`config.mk`:
```
export PLATFORM = sky130hd
export DESIGN_NAME = rf_request_response_flags
export DESIGN_NICKNAME = d
export VERILOG_FILES = /design/src/core/rf_flags_pkg.sv /design/src/core/rf_flag_decode.sv /design/src/core/resp_composer.sv /design/src/core/rf_request_response_flags.sv
export SDC_FILE = /design/constraint.sdc
export NUM_CORES = 1
export LEC_CHECK = 0
export BUFFER_PORTS_ARGS = -buffer_cell sky130_fd_sc_hd__buf_2
export CORE_MARGIN = 10
export CORE_UTILIZATION = 57
export CTS_CLUSTER_DIAMETER = 100
export DETAILED_ROUTE_END_ITERATION = 10
export PLACE_DENSITY = 0.8
export RECOVER_POWER = 100
export SLEW_MARGIN = 0
export SYNTH_ARGS = -nofsm -noshare
export SYNTH_HDL_FRONTEND = slang
export SYNTH_SLANG_ARGS = --single-unit
export TNS_END_PERCENT = 10
```
`constraint.sdc`:
```
create_clock -name clock -period 2.59 [get_ports clock]
set_clock_uncertainty 0.15 [all_clocks]
set_input_delay 0.1295 -clock clock [delete_from_list [all_inputs] [get_ports clock]]
set_output_delay 0.1295 -clock clock [all_outputs]
set_load 0.05 [all_outputs]
```
`src/core/rf_flags_pkg.sv`:
```
package rf_flags_pkg;

  // Register byte offsets
  localparam logic [7:0] OFF_CTRL     = 8'h00;
  localparam logic [7:0] OFF_UID_LO   = 8'h04;
  localparam logic [7:0] OFF_UID_HI   = 8'h08;
  localparam logic [7:0] OFF_REQ      = 8'h0c;
  localparam logic [7:0] OFF_DECODE   = 8'h10;
  localparam logic [7:0] OFF_INT_STAT = 8'h14;
  localparam logic [7:0] OFF_INT_MASK = 8'h18;
  localparam logic [7:0] OFF_RESP     = 8'h1c;

  // Request flag bit positions, bit 1 of the byte is index 0
  localparam int BIT_SUBCARRIER = 0;
  localparam int BIT_RATE       = 1;
  localparam int BIT_INVENTORY  = 2;
  localparam int BIT_EXTENSION  = 3;
  localparam int BIT_SEL_AFI    = 4;
  localparam int BIT_ADDR_SLOTS = 5;
  localparam int BIT_OPTION     = 6;

  // Response flag byte
  localparam int         RESP_ERROR_BIT = 0;
  localparam logic [7:0] RESP_OK_BYTE   = 8'h00;
  localparam logic [7:0] RESP_ERR_BYTE  = 8'h01;

  // Error codes
  localparam logic [7:0] ERR_UNKNOWN_CMD   = 8'h02;
  localparam logic [7:0] ERR_NO_OPTION     = 8'h03;
  localparam logic [7:0] ERR_UNSPECIFIED   = 8'h0f;
  localparam logic [7:0] ERR_BLOCK_NA      = 8'h10;
  localparam logic [7:0] ERR_ALREADY_LOCK  = 8'h11;
  localparam logic [7:0] ERR_BLOCK_LOCKED  = 8'h12;
  localparam logic [7:0] ERR_PROG_FAIL     = 8'h13;
  localparam logic [7:0] ERR_LOCK_FAIL     = 8'h14;
  localparam logic [7:0] ERR_READ_PROT     = 8'h15;

  localparam int         UID_BYTES     = 8;
  localparam logic [2:0] UID_LAST_IDX  = 3'h7;
  localparam logic [2:0] SLOT_CNT_BITS = 3'h4;

  // Interrupt status bits
  localparam int IRQ_W      = 4;
  localparam int IRQ_DONE   = 0;
  localparam int IRQ_SILENT = 1;
  localparam int IRQ_FORMAT = 2;
  localparam int IRQ_SENT   = 3;

  localparam logic [31:0]      CTRL_RST = 32'h0000_0000;
  localparam logic [IRQ_W-1:0] MASK_RST = 4'h0;
  localparam logic [1:0]       RESP_OKAY   = 2'b00;
  localparam logic [1:0]       RESP_SLVERR = 2'b10;

  typedef struct packed {
    logic subcarrierTwo;
    logic dataRateHigh;
    logic inventory;
    logic protocolExt;
    logic selectOnly;
    logic addressed;
    logic optionOn;
    logic family_id_present_bit;
    logic slot_count_bit;
  } req_flags_t;

endpackage

```
`src/core/rf_flag_decode.sv`:
```
`timescale 1ns/100ps
module rf_flag_decode (
  input  wire logic [7:0]              flagByte,
  output rf_flags_pkg::req_flags_t     flags
);
  import rf_flags_pkg::*;

  logic inv;
  assign inv = flagByte[BIT_INVENTORY];

  always_comb begin
    flags.subcarrierTwo         = flagByte[BIT_SUBCARRIER];
    flags.dataRateHigh          = flagByte[BIT_RATE];
    flags.inventory             = inv;
    flags.protocolExt           = flagByte[BIT_EXTENSION];
    flags.selectOnly            = !inv && flagByte[BIT_SEL_AFI];
    flags.addressed             = !inv && flagByte[BIT_ADDR_SLOTS];
    flags.family_id_present_bit = inv && flagByte[BIT_SEL_AFI];
    flags.slot_count_bit        = inv && flagByte[BIT_ADDR_SLOTS];
    // Top bit never looked at
    flags.optionOn              = !inv && flagByte[BIT_OPTION];
  end
endmodule

```
`src/core/resp_composer.sv`:
```
`timescale 1ns/100ps
module resp_composer (
  input  wire logic       clock,
  input  wire logic       rstn,
  input  wire logic       start,
  input  wire logic       isError,
  input  wire logic [7:0] errCode,
  input  wire logic       txReady,
  output logic            txValid,
  output logic [7:0]      txByte,
  output logic            txLast,
  output logic            busy
);
  import rf_flags_pkg::*;

  typedef enum logic [1:0] {C_IDLE, C_FLAGS, C_CODE} comp_state_t;
  comp_state_t state_q;
  logic [7:0]  code_q;

  // Flag byte first, then error code; no command code ever
  always_ff @(posedge clock or negedge rstn) begin
    if (!rstn) begin
      state_q <= C_IDLE;
      code_q  <= 8'h00;
      txValid <= 1'b0;
      txByte  <= 8'h00;
      txLast  <= 1'b0;
      busy    <= 1'b0;
    end else begin
      unique case (state_q)
        C_IDLE: if (start) begin
          state_q <= C_FLAGS;
          code_q  <= errCode;
          txValid <= 1'b1;
          txByte  <= isError ? RESP_ERR_BYTE : RESP_OK_BYTE;
          txLast  <= !isError;
          busy    <= 1'b1;
        end
        C_FLAGS: if (txReady) begin
          if (txLast) begin
            state_q <= C_IDLE;
            txValid <= 1'b0;
            txLast  <= 1'b0;
            busy    <= 1'b0;
          end else begin
            state_q <= C_CODE;
            txByte  <= code_q;
            txLast  <= 1'b1;
          end
        end
        C_CODE: if (txReady) begin
          state_q <= C_IDLE;
          txValid <= 1'b0;
          txLast  <= 1'b0;
          busy    <= 1'b0;
        end
      endcase
    end
  end

  property p_flagsUpperZero;
    @(posedge clock) disable iff (!rstn)
      state_q == C_FLAGS |-> txByte[7:1] == 7'h00;
  endproperty
  a_flagsUpperZero: assert property (p_flagsUpperZero)
    else $error("response flag upper bits not zero");

  property p_errorThenCode;
    @(posedge clock) disable iff (!rstn)
      state_q == C_FLAGS && txReady && txByte[RESP_ERROR_BIT]
        |=> txValid && txLast && txByte == code_q;
  endproperty
  a_errorThenCode: assert property (p_errorThenCode)
    else $error("error flag not followed by error code");

  property p_okSingleByte;
    @(posedge clock) disable iff (!rstn)
      state_q == C_FLAGS && !txByte[RESP_ERROR_BIT] |-> txLast;
  endproperty
  a_okSingleByte: assert property (p_okSingleByte)
    else $error("good response carries extra byte");

  c_errorResp: cover property (@(posedge clock) disable iff (!rstn)
    state_q == C_CODE && txReady);
endmodule

```
`src/core/rf_request_response_flags.sv`:
```
// Local design decisions: the register offsets and the AXI4-Lite register port.
`timescale 1ns/100ps
// What this block does
// - Request: flags, command, fields, checksum, delimiters; checksum bytes are ignored in P_PARAM, never checked
// - Flag byte steers actions and field presence
// - Flag byte is eight bits, bit 1 lowest
// - Bit 3 picks selection or inventory meaning
// - Bit 1 picks one or two subcarriers
// - Bit 2 picks low or high rate
// - Bit 4 flags extended protocol format
// - Select bit: only selected tag executes
// - Address bit: identifier present, must match
// - Inventory bit 5 marks family byte present
// - Inventory bit 6: sixteen slots or one
// - Response: flag byte, no command code
// - Response flag byte reports outcome, eight bits
// - Error bit set with appended error code
// - Fixed error code values
module rf_request_response_flags #(
  parameter int ADDR_W = 8
) (
  input  wire logic                 clock,
  input  wire logic                 rstn,
  input  wire logic [ADDR_W-1:0]    s_axi_awaddr,
  input  wire logic                 s_axi_awvalid,
  output logic                      s_axi_awready,
  input  wire logic [31:0]          s_axi_wdata,
  input  wire logic [3:0]           s_axi_wstrb,
  input  wire logic                 s_axi_wvalid,
  output logic                      s_axi_wready,
  output logic [1:0]                s_axi_bresp,
  output logic                      s_axi_bvalid,
  input  wire logic                 s_axi_bready,
  input  wire logic [ADDR_W-1:0]    s_axi_araddr,
  input  wire logic                 s_axi_arvalid,
  output logic                      s_axi_arready,
  output logic [31:0]               s_axi_rdata,
  output logic [1:0]                s_axi_rresp,
  output logic                      s_axi_rvalid,
  input  wire logic                 s_axi_rready,
  input  wire logic                 rxSof,
  input  wire logic                 rxEof,
  input  wire logic                 rxValid,
  input  wire logic [7:0]           rxByte,
  output rf_flags_pkg::req_flags_t  reqFlags,
  output logic [7:0]                reqCommand,
  output logic                      reqDone,
  output logic                      reqExecute,
  input  wire logic                 txReady,
  output logic                      txValid,
  output logic [7:0]                txByte,
  output logic                      txLast,
  output logic                      irq
);
  import rf_flags_pkg::*;

  if (ADDR_W < 8 || ADDR_W > 32) begin : g_chk
    $error("ADDR_W must be 8 to 32");
  end

  typedef enum logic [2:0] {P_IDLE, P_FLAGS, P_CMD, P_UID, P_AFI, P_PARAM} parse_t;

  parse_t           pstate_q;
  logic [7:0]       rawFlags_q;
  logic [7:0]       afi_q;
  logic [2:0]       uidIdx_q;
  logic             uidOk_q;
  logic [31:0]      ctrl_q, uidLo_q, uidHi_q;
  logic [IRQ_W-1:0] intStat_q, intMask_q, intEvt, intClr, intStat_d;
  logic             awHeld_q, wHeld_q, doWrite, startResp, txBusy;
  logic [ADDR_W-1:0] awAddr_q;
  logic [31:0]      wData_q;
  logic [3:0]       wStrb_q;
  logic [63:0]      uid;
  logic             fmtErr, frameEnd, execNow;
  req_flags_t       curFlags;

  assign uid = {uidHi_q, uidLo_q};

  rf_flag_decode u_dec (
    .flagByte (rawFlags_q),
    .flags    (curFlags)
  );

  // Frame parser: fields arrive in fixed order after the start delimiter
  always_ff @(posedge clock or negedge rstn) begin
    if (!rstn) begin
      pstate_q   <= P_IDLE;
      rawFlags_q <= 8'h00;
      reqCommand <= 8'h00;
      afi_q      <= 8'h00;
      uidIdx_q   <= 3'h0;
      uidOk_q    <= 1'b0;
    end else if (rxSof) begin
      pstate_q <= P_FLAGS;
    end else if (rxEof) begin
      pstate_q <= P_IDLE;
    end else if (rxValid) begin
      unique case (pstate_q)
        P_IDLE: ;
        P_FLAGS: begin
          rawFlags_q <= rxByte;
          pstate_q   <= P_CMD;
        end
        P_CMD: begin
          reqCommand <= rxByte;
          uidIdx_q   <= 3'h0;
          uidOk_q    <= 1'b1;
          if (curFlags.addressed)
            pstate_q <= P_UID;
          else if (curFlags.family_id_present_bit)
            pstate_q <= P_AFI;
          else
            pstate_q <= P_PARAM;
        end
        P_UID: begin
          // Identifier arrives low byte first
          uidOk_q  <= uidOk_q && (rxByte == uid[{uidIdx_q, 3'b000} +: 8]);
          uidIdx_q <= uidIdx_q + 3'h1;
          if (uidIdx_q == UID_LAST_IDX)
            pstate_q <= P_PARAM;
        end
        P_AFI: begin
          afi_q    <= rxByte;
          pstate_q <= P_PARAM;
        end
        P_PARAM: ;
      endcase
    end
  end

  // Truncated frame or select with address both set counts as malformed
  assign frameEnd = rxEof && !rxSof && pstate_q != P_IDLE;
  assign fmtErr   = pstate_q != P_PARAM
                 || (curFlags.selectOnly && rawFlags_q[BIT_ADDR_SLOTS]);
  assign execNow  = !fmtErr
                 && (curFlags.inventory
                     || (curFlags.selectOnly ? ctrl_q[0]
                         : (!curFlags.addressed || uidOk_q)));

  always_ff @(posedge clock or negedge rstn) begin
    if (!rstn) begin
      reqDone    <= 1'b0;
      reqExecute <= 1'b0;
      reqFlags   <= '0;
    end else begin
      reqDone <= frameEnd;
      if (frameEnd) begin
        reqExecute <= execNow;
        reqFlags   <= curFlags;
      end
    end
  end

  // Software triggers the reply; start is dropped while one is going out
  assign startResp = doWrite && awAddr_q == ADDR_W'(OFF_RESP) && !txBusy && wStrb_q[0];

  resp_composer u_comp (
    .clock   (clock),
    .rstn    (rstn),
    .start   (startResp),
    .isError (wData_q[8]),
    .errCode (wData_q[7:0]),
    .txReady (txReady),
    .txValid (txValid),
    .txByte  (txByte),
    .txLast  (txLast),
    .busy    (txBusy)
  );

  // Interrupts: set wins over a clear in the same cycle
  always_comb begin
    intEvt             = '0;
    intEvt[IRQ_DONE]   = frameEnd;
    intEvt[IRQ_SILENT] = frameEnd && !execNow;
    intEvt[IRQ_FORMAT] = frameEnd && fmtErr;
    intEvt[IRQ_SENT]   = txValid && txReady && txLast;
    intClr             = '0;
    if (doWrite && awAddr_q == ADDR_W'(OFF_INT_STAT) && wStrb_q[0])
      intClr = wData_q[IRQ_W-1:0];
    intStat_d = (intStat_q & ~intClr) | intEvt;
  end

  always_ff @(posedge clock or negedge rstn) begin
    if (!rstn) begin
      intStat_q <= '0;
      irq       <= 1'b0;
    end else begin
      intStat_q <= intStat_d;
      irq       <= |(intStat_d & intMask_q);
    end
  end

  function automatic logic [31:0] merge(logic [31:0] old, logic [31:0] nw, logic [3:0] be);
    logic [31:0] r;
    r = old;
    for (int i = 0; i < 4; i++)
      if (be[i])
        r[i*8 +: 8] = nw[i*8 +: 8];
    return r;
  endfunction

  // Write channel: address and data taken in either order
  assign doWrite = awHeld_q && wHeld_q && !s_axi_bvalid;

  always_ff @(posedge clock or negedge rstn) begin
    if (!rstn) begin
      awHeld_q      <= 1'b0;
      wHeld_q       <= 1'b0;
      awAddr_q      <= '0;
      wData_q       <= 32'h0;
      wStrb_q       <= 4'h0;
      s_axi_awready <= 1'b0;
      s_axi_wready  <= 1'b0;
      s_axi_bvalid  <= 1'b0;
      s_axi_bresp   <= RESP_OKAY;
    end else begin
      if (s_axi_awvalid && s_axi_awready) begin
        awHeld_q      <= 1'b1;
        awAddr_q      <= s_axi_awaddr;
        s_axi_awready <= 1'b0;
      end else if (!awHeld_q && !s_axi_bvalid) begin
        s_axi_awready <= 1'b1;
      end
      if (s_axi_wvalid && s_axi_wready) begin
        wHeld_q      <= 1'b1;
        wData_q      <= s_axi_wdata;
        wStrb_q      <= s_axi_wstrb;
        s_axi_wready <= 1'b0;
      end else if (!wHeld_q && !s_axi_bvalid) begin
        s_axi_wready <= 1'b1;
      end
      if (doWrite) begin
        awHeld_q     <= 1'b0;
        wHeld_q      <= 1'b0;
        s_axi_bvalid <= 1'b1;
        s_axi_bresp  <= (awAddr_q[1:0] == 2'b00 && awAddr_q[ADDR_W-1:5] == '0)
                        ? RESP_OKAY : RESP_SLVERR;
      end else if (s_axi_bvalid && s_axi_bready) begin
        s_axi_bvalid <= 1'b0;
      end
    end
  end

  always_ff @(posedge clock or negedge rstn) begin
    if (!rstn) begin
      ctrl_q    <= CTRL_RST;
      uidLo_q   <= 32'h0;
      uidHi_q   <= 32'h0;
      intMask_q <= MASK_RST;
    end else if (doWrite && awAddr_q[ADDR_W-1:5] == '0) begin
      unique case (awAddr_q[7:0])
        OFF_CTRL:     ctrl_q    <= merge(ctrl_q, wData_q, wStrb_q) & 32'h1;
        OFF_UID_LO:   uidLo_q   <= merge(uidLo_q, wData_q, wStrb_q);
        OFF_UID_HI:   uidHi_q   <= merge(uidHi_q, wData_q, wStrb_q);
        OFF_INT_MASK: if (wStrb_q[0]) intMask_q <= wData_q[IRQ_W-1:0];
        default: ;
      endcase
    end
  end

  // Read channel: answer one cycle after the address is taken
  always_ff @(posedge clock or negedge rstn) begin
    if (!rstn) begin
      s_axi_arready <= 1'b0;
      s_axi_rvalid  <= 1'b0;
      s_axi_rdata   <= 32'h0;
      s_axi_rresp   <= RESP_OKAY;
    end else if (s_axi_arvalid && s_axi_arready) begin
      s_axi_arready <= 1'b0;
      s_axi_rvalid  <= 1'b1;
      s_axi_rresp   <= RESP_OKAY;
      s_axi_rdata   <= 32'h0;
      if (s_axi_araddr[ADDR_W-1:5] != '0 || s_axi_araddr[1:0] != 2'b00)
        s_axi_rresp <= RESP_SLVERR;
      else
        unique case (s_axi_araddr[4:0])
          OFF_CTRL[4:0]:     s_axi_rdata <= ctrl_q;
          OFF_UID_LO[4:0]:   s_axi_rdata <= uidLo_q;
          OFF_UID_HI[4:0]:   s_axi_rdata <= uidHi_q;
          OFF_REQ[4:0]:      s_axi_rdata <= {8'h00, afi_q, reqCommand, rawFlags_q};
          OFF_DECODE[4:0]:   s_axi_rdata <= {16'h0, 1'b0,
                                             reqFlags.slot_count_bit ? 3'h0 : SLOT_CNT_BITS,
                                             txBusy, uidOk_q, reqExecute, reqFlags};
          OFF_INT_STAT[4:0]: s_axi_rdata <= {28'h0, intStat_q};
          OFF_INT_MASK[4:0]: s_axi_rdata <= {28'h0, intMask_q};
          default:           s_axi_rdata <= 32'h0;
        endcase
    end else if (s_axi_rvalid && s_axi_rready) begin
      s_axi_rvalid  <= 1'b0;
      s_axi_arready <= 1'b1;
    end else if (!s_axi_rvalid) begin
      s_axi_arready <= 1'b1;
    end
  end

  property p_uidMismatchSilent;
    @(posedge clock) disable iff (!rstn)
      frameEnd && curFlags.addressed && !uidOk_q |=> !reqExecute;
  endproperty
  a_uidMismatchSilent: assert property (p_uidMismatchSilent)
    else $error("executed despite identifier mismatch");

  property p_selectNeedsState;
    @(posedge clock) disable iff (!rstn)
      frameEnd && curFlags.selectOnly && !ctrl_q[0] |=> reqDone && !reqExecute;
  endproperty
  a_selectNeedsState: assert property (p_selectNeedsState)
    else $error("select request executed while not selected");

  property p_plainExecutes;
    @(posedge clock) disable iff (!rstn)
      frameEnd && pstate_q == P_PARAM && !curFlags.inventory
        && !rawFlags_q[BIT_SEL_AFI] && !rawFlags_q[BIT_ADDR_SLOTS] |=> reqExecute;
  endproperty
  a_plainExecutes: assert property (p_plainExecutes)
    else $error("non-addressed request not executed");

  property p_inventoryFields;
    @(posedge clock) disable iff (!rstn)
      curFlags.inventory |-> !curFlags.selectOnly && !curFlags.addressed
        && curFlags.family_id_present_bit == rawFlags_q[BIT_SEL_AFI]
        && curFlags.slot_count_bit == rawFlags_q[BIT_ADDR_SLOTS];
  endproperty
  a_inventoryFields: assert property (p_inventoryFields)
    else $error("inventory bits misread");

  property p_optionNonInventory;
    @(posedge clock) disable iff (!rstn)
      curFlags.optionOn |-> !curFlags.inventory && rawFlags_q[BIT_OPTION];
  endproperty
  a_optionNonInventory: assert property (p_optionNonInventory)
    else $error("option taken in inventory request");

  property p_uidWalk;
    @(posedge clock) disable iff (!rstn)
      pstate_q == P_CMD && rxValid && !rxSof && !rxEof && curFlags.addressed
        |=> pstate_q == P_UID && uidIdx_q == 3'h0;
  endproperty
  a_uidWalk: assert property (p_uidWalk)
    else $error("identifier field not entered after command");

  property p_irqFollows;
    @(posedge clock) disable iff (!rstn)
      |(intStat_q & ~intClr & intMask_q) |=> irq;
  endproperty
  a_irqFollows: assert property (p_irqFollows)
    else $error("interrupt not raised for pending status");

  property p_bvalidHeld;
    @(posedge clock) disable iff (!rstn)
      s_axi_bvalid && !s_axi_bready |=> s_axi_bvalid && $stable(s_axi_bresp);
  endproperty
  a_bvalidHeld: assert property (p_bvalidHeld)
    else $error("write response dropped early");

  c_executed: cover property (@(posedge clock) disable iff (!rstn) reqDone && reqExecute);
  c_silent:   cover property (@(posedge clock) disable iff (!rstn) reqDone && !reqExecute);
  c_irq:      cover property (@(posedge clock) disable iff (!rstn) $rose(irq));
endmodule

```
==> results.md, run 1 <==
- Routed vias/inst: 5.982
- Post-route clock period utilization: 0.9624
- Flop and latch count out of synthesis: 221
- Worst Path Buf+Inv: 0
- Core ar.: 0.01670 sq mm
- CTS tree: yes
- Post-DP Area: 0.01080 sq mm
- Sequential share of the synthesized area: 0.5662
- Peak supply drop: 0.8685 mV
- H-tree lvl count: 1
- Routed wire per std cell: 21.47 um
- Critical path arrival: 2.72 ns
- Largest net degree at the start of global routing: 79
- Worst Max-Slew Pin Slew: 1.647 ns
- CP max FO: 8
- Hold Crit Class: in -> reg
- Slowest Stage Delay on Critical Path: 0.55 ns
- Clk slew on worst S/H paths: 0.06 ns
- Max stage delay cell, worst path: or4_4
- PwrDens: 860.6 mW/mm^2
- Fraction of layout cells with a size suffix above 1: 0.2877
- Hold WS: 0.02251 ns
- Router iterations before antenna repair: 6
- Post-synth EDFFs: 0
- Worst Setup Start Kind: flip-flop
- Finish-stage setup viols: 0
- Diode count: 0
- Synthesis-to-layout area growth: 22.66%
- Failing checks: capacitance limit, slew limit
- Dpl hpwl: 18.11 mm
- Avg Synthesized Cell Area: 12.84 sq um
- Num ports: 142
- Grt total ovfl: 0
- I/O Buffers: 139
- Antenna violations before repair: 0
- R2R depth: 6
- Worst slew margin: -0.09800
- Endpoint type of the worst setup path: flip-flop
- Critical path type: reg -> reg
- DRT iter0 DRCs: 573
- Root Driver: clkbuf_16
- Hold path depth: 3
- Worst Path Required: 2.82 ns
- Hold Fails Final Rpt: 0
- Post-CTS setup buffers: 0
- Fmax: 401.2 MHz
- Clk_lat worst skew: 0.50 ns
- Final-report max-slew violation count: 37
- Die width: 150.9 um
- Max Cap Viol: 1
- TNS Setup: 0 ns
- Main synth FF type: dfrtp_1
- Final ANT Viol Nets: 0
- GPL Wtd Cong: 0.8991
- Final Instance Area: 0.01198 sq mm
- Largest delay share family, worst path: simple AND/OR/NAND/NOR gates
- Clk sink count: 221
- First-pass GRT wire length: 40.89 mm
- Initial core utilization: 0.5849
- Final min period: 2.493 ns
- Post-layout nets: 1047
- Post-Route WL: 25.92 mm
- Residual DRC count: 0
- Synth Cell Area: 0.009768 sq mm
- Leak pwr: 5.517 nW
- Clk buf depth: 3
- CP Cell Sequence: or4_4 > or3_4 > nor2_4 > and2_4 > nand2_2 > mux2_1
- Gate Count Post-Synth: 761
- Placement row count: 47
- Crit. path cell count: 6
- Overall fraction of global-route tracks in use: 0.2263
- Die footprint: 0.02277 sq mm
- Status: finished, violations left
- Vias in the first global route: 7332
- Netlist cell types: 63
- TritonCTS Buffers: 23
- Die H: 150.9 um
- Post-layout power: 10.31 mW
- Via count: 7220
- Yosys warns: 0
- Layout Utilization: 0.7174
- Share of flip-flops with an asynchronous set or reset: 1.000
- RSZ-0062 raised after global routing: false
[layout by cell type, fill, tap and decap left out, types with 14 or more instances in the layout]
master and count:
clkbuf_16 23, a221oi_1 14, nor2_1 17, dlygate4sd3_1 62, mux2i_1 14, nand3_1 15, mux2_1 14, o21ai_0 53
inv_1 18, nand2_1 80, clkbuf_1 78, buf_2 69, dfrtp_1 221, mux2_2 139
[per-layer routing]
metal  routed length, um  up-vias  GRT usage
li1                    -     3212          -
met2               12100      306     0.3613
met1               10890     3644     0.3086
met5                   0        -          0
met3                2199       58    0.04475
met4                 729        0    0.06545
[where the power goes]
part	leakage, nW	total [mW]	switching, mW	internal [mW]
registers	2.90	4.82	0.720	4.10
logic	2.24	2.13	1.24	0.891
clock network	0.379	3.35	1.31	2.04
total	5.52	10.3	3.27	7.04
[cell usage after synthesis (2+ instances only)]
cell	count	share of area
a211oi_1	3	0.0023
a21o_1	2	0.0015
a21oi_1	7	0.0036
a221o_1	3	0.0031
a221oi_1	14	0.013
a222oi_1	12	0.012
a22o_1	13	0.012
a22oi_1	10	0.0077
and2_4	2	0.0018
and3_1	2	0.0013
buf_1	2	0.00077
buf_2	4	0.0020
buf_4	2	0.0015
clkbuf_1	26	0.010
dfrtp_1	221	0.57
ha_1	5	0.0064
inv_1	18	0.0069
mux2_1	6	0.0069
mux2_2	139	0.16
mux2_4	8	0.012
mux2i_1	14	0.014
mux4_2	9	0.021
nand2_1	80	0.031
nand2_4	6	0.0069
nand2b_1	5	0.0032
nand3_1	15	0.0077
nand3_2	2	0.0020
nand3b_1	3	0.0023
nand4_1	3	0.0019
nor2_1	17	0.0065
nor2b_1	10	0.0064
nor3_1	2	0.0010
nor3b_1	3	0.0023
o21a_1	5	0.0038
o21ai_0	53	0.027
o22ai_1	3	0.0019
xnor2_1	3	0.0027
xor2_1	4	0.0036
[kinds of logic (layout without fill, tap and decap cells)]
group	count (synthesis)	in the layout	share of synthesized area
AO/OA/AOI/OAI	137	137	0.09812
XOR/XNOR	7	7	0.006277
other	1	2	0.0003839
adder cells (fa/ha/maj)	5	5	0.006405
flip-flops	221	221	0.5662
multiplexers	176	176	0.2146
AND/OR/NAND/NOR	161	161	0.08569
buffers and inverters	53	278	0.02241
[what timing repair did]
action                                 in CTS  in global routing
endpoints found under the hold margin     268                  0
gates resized for setup                     0                  0
hold buffers                               62                  0
[final cells by class]
type	count	area [sq um]
clock buffer	31	645.6
clock inverter	10	130.1
fill	1173	4720
inverter	18	67.56
multi-input combinational	488	3976
sequential	221	5530
tap	220	275.3
timing repair buffer	219	1356
[path summary, 6_finish.rpt]
path,end,startpoint,slack (ns)
worst min-delay path,s_axi_awready,s_axi_awvalid,0.02
worst max-delay path,uidLo_q[23],awAddr_q[0],0.1
worst min register to register,s_axi_rdata[20],s_axi_rdata[20],0.33
worst max register to register,uidLo_q[23],awAddr_q[0],0.1
max in group asynchronous,wData_q[17],rstn,0.56
min in group asynchronous,awAddr_q[1],rstn,0.06
[flip-flops by register name, indices dropped and copies added (netlist names), 4 cells and up]
register,cells
s_axi_rdata,32
uidHi_q,32
uidLo_q,32
wData_q,32
reqFlags,9
afi_q,8
awAddr_q,8
rawFlags_q,8
reqCommand,8
u_comp.code_q,8
u_comp.txByte,8
intMask_q,4
intStat_q,4
wStrb_q,4
[tightest hold or removal path, stage by stage]
cell and delay, ns:
buf_2 0.07, nand2_1 0.23, o21a_1 0.20
[per-stage QoR]
step                std cells  setup WS [ns]
floorplan                 762         0.2453
global placement         1104         0.2209
detailed placement       1104         0.1698
CTS                      1207         0.1469
global route             1207        0.04089
finish                   1207        0.09729
Note: power is estimated with default switching activity, not from simulation.
==> run 2: changes to the inputs <==
Settings changed: BUFFER_PORTS_ARGS -buffer_cell sky130_fd_sc_hd__buf_2 to unset, CELL_PAD_IN_SITES_DETAIL_PLACEMENT set to 2, CELL_PAD_IN_SITES_GLOBAL_PLACEMENT set to 2, CORE_UTILIZATION 57 to 43, DONT_BUFFER_PORTS set to 1, PLACE_DENSITY 0.8 to unset, PLACE_DENSITY_LB_ADDON set to 0.1.
==> results.md, run 2 (synthesis results as in run 1) <==
- Max stage delay cell, worst path: or4_4 (unchanged)
- Finish-stage setup viols: 0 (unchanged)
- Clk slew on worst S/H paths: 0.06 ns (about the same)
- CTS Hold Buffers Added: 71 (was 62)
- Routed wire per std cell: 28.18 um (was 21.47 um)
- Residual DRC count: 0 (unchanged)
- Post-route clock period utilization: 0.9639 (was 0.9624)
- Status: finished, violations left (unchanged)
- Die footprint: 0.02915 sq mm (was 0.02277 sq mm)
- CP Cell Sequence: or4_4 > or3_4 > nor2_4 > and2_2 > nand2_4 > mux2_2 (was or4_4 > or3_4 > nor2_4 > and2_4 > nand2_2 > mux2_1)
- CP max FO: 8 (unchanged)
- Worst Path Required: 2.84 ns (was 2.82 ns)
- Fraction of layout cells with a size suffix above 1: 0.2520 (was 0.2877)
- Via count: 6857 (was 7220)
- Worst r2r dst: uidHi_q[10] (was uidLo_q[23])
- Post-layout nets: 922 (was 1047)
- Leak pwr: 5.307 nW (was 5.517 nW)
- Critical path arrival: 2.75 ns (was 2.72 ns)
- Worst Max-Slew Pin Slew: 0.8295 ns (was 1.647 ns)
- Hold WS: -0.8347 ns (was 0.02251 ns)
- Slowest Stage Delay on Critical Path: 0.55 ns (about the same)
- I/O Buffers: 0 (was 139)
- R2r setup slk: 0.09 ns (was 0.1 ns)
- Hold Crit Class: in -> async (was in -> reg)
- Worst r2r src: awAddr_q[0] (unchanged)
- Failing checks: hold timing (was capacitance limit, slew limit)
- Overall fraction of global-route tracks in use: 0.2236 (was 0.2263)
- Synthesis-to-layout area growth: 19.76% (was 22.66%)
- Dpl hpwl: 22.10 mm (was 18.11 mm)
- Core ar.: 0.02250 sq mm (was 0.01670 sq mm)
- Clk sink count: 221 (unchanged)
- Largest net degree at the start of global routing: 222 (was 79)
- Max Cap Viol: 0 (was 1)
- Root Driver: clkbuf_16 (unchanged)
- GPL Wtd Cong: 0.8674 (was 0.8991)
- Final min period: 2.497 ns (was 2.493 ns)
- Num ports: 142 (unchanged)
- Hold Fails Final Rpt: 221 (was 0)
- Cell count after placement: 1033 (was 1104)
- Antenna violations before repair: 1 (was 0)
- DRT iter0 DRCs: 472 (was 573)
- Critical path type: reg -> reg (unchanged)
- R2R depth: 6 (unchanged)
- Die H: 170.7 um (was 150.9 um)
- Post-layout power: 10.92 mW (was 10.31 mW)
- Die width: 170.7 um (was 150.9 um)
- Placement row count: 55 (was 47)
- Worst Path Buf+Inv: 0 (unchanged)
- Worst slack, placed: 0.1171 ns (was 0.1698 ns)
- Clk_lat worst skew: 0.52 ns (was 0.50 ns)
- Post-Route WL: 32.43 mm (was 25.92 mm)
- RSZ-0062 raised after global routing: false (unchanged)
- Final worst setup slack: 0.09337 ns (was 0.09729 ns)
- Clk buf depth: 3 (unchanged)
- Routed vias/inst: 5.957 (was 5.982)
- Endpoint type of the worst setup path: flip-flop (unchanged)
- PwrDens: 933.0 mW/mm^2 (was 860.6 mW/mm^2)
- Initial core utilization: 0.4341 (was 0.5849)
- TritonCTS Buffers: 25 (was 23)
- Vias in the first global route: 7754 (was 7332)
- CTS tree: yes (unchanged)
- H-tree lvl count: 1 (unchanged)
- Final ANT Viol Nets: 0 (unchanged)
- Router iterations before antenna repair: 7 (was 6)
- Commonest cells after routing, fill and taps aside: dfrtp_1 (221), mux2_2 (133), nand2_1 (80) (was dfrtp_1 (221), mux2_2 (139), nand2_1 (80))
- Worst Setup Start Kind: flip-flop (unchanged)
- Worst slew margin: 0.4470 (was -0.09800)
- Final-report max-slew violation count: 0 (was 37)
- Commonest non-fill, non-tap cell in the layout: dfrtp_1 (unchanged)
- Grt total ovfl: 0 (unchanged)
- First-pass GRT wire length: 49.94 mm (was 40.89 mm)
- Peak supply drop: 0.7388 mV (was 0.8685 mV)
- TNS Setup: 0 ns (unchanged)
- Finished Layout Cells: 1151 (was 1207)
- Fmax: 400.5 MHz (was 401.2 MHz)
- Largest delay share family, worst path: simple AND/OR/NAND/NOR gates (unchanged)
run 2: cell count changes in the layout (fill, tap and decap cells not counted), sizes merged:
cell         delta
buf            -67
clkbuf         -65
dlygate4sd3     +9
bufinv          +1
clkinvlp        -1
diode           +1
inv             +1
run 2: per-layer routing:
metal / vias to the layer above / global-route usage / part of all wire
met5: - / 0 / 0
met4: 0 / 0.04310 / 0.016
met3: 30 / 0.04194 / 0.055
met2: 189 / 0.3798 / 0.50
met1: 3677 / 0.2925 / 0.43
li1: 2961 / - / -
run 2: layout make-up:
type	count	area, sq um
flip-flops and latches	221	5530
multi-input cells	488	3995
inverters	18	67.56
repair buffers	92	832.0
well taps	285	356.6
clock inverters	11	161.4
clock buffers	35	753.2
fillers	2114	10800
diodes	1	2.502
run 2: repair_timing:
action / CTS / global route
gates resized for setup: 0 / 0
endpoints found under the setup margin: 0 / 0
endpoints found under the hold margin: 325 / 221
buffers inserted: 0 / 0
run 2: worst register-to-register path, stage by stage, from the launching register on:
cell     delay, ns
dfrtp_1       0.38
or4_4         0.55
or3_4         0.36
nor2_4        0.19
and2_2        0.28
nand2_4       0.14
mux2_2        0.32
run 2: per-stage QoR:
stage | util | instance area, sq um
finish | 0.5199 | 11700
global placement | 0.4520 | 10170
CTS | 0.5243 | 11800
global route | 0.5199 | 11700
detailed placement | 0.4520 | 10170
floorplan | - | 9772
run 2: power by group:
part / internal (mW) / leakage, nW / total, mW / switching (mW)
sequential: 4.09 / 2.90 / 5.32 / 1.23
clock: 2.42 / 0.455 / 3.87 / 1.45
combinational: 0.864 / 1.95 / 1.73 / 0.861
run 2: how the worst max path moves through the flow:
stage                  from                to  slack (ns)  cells past startpoint
4_1_cts         awAddr_q[0]       uidLo_q[23]        0.11                      6
2_1_floorplan  s_axi_bvalid  u_comp.code_q[0]        0.25                      6
6_report        awAddr_q[0]       uidHi_q[10]        0.09                      6
3_5_place_dp    awAddr_q[0]       uidLo_q[23]        0.12                      6
5_1_grt         awAddr_q[0]               irq        0.03                      7
3_3_place_gp    awAddr_q[0]       uidLo_q[23]        0.19                      6
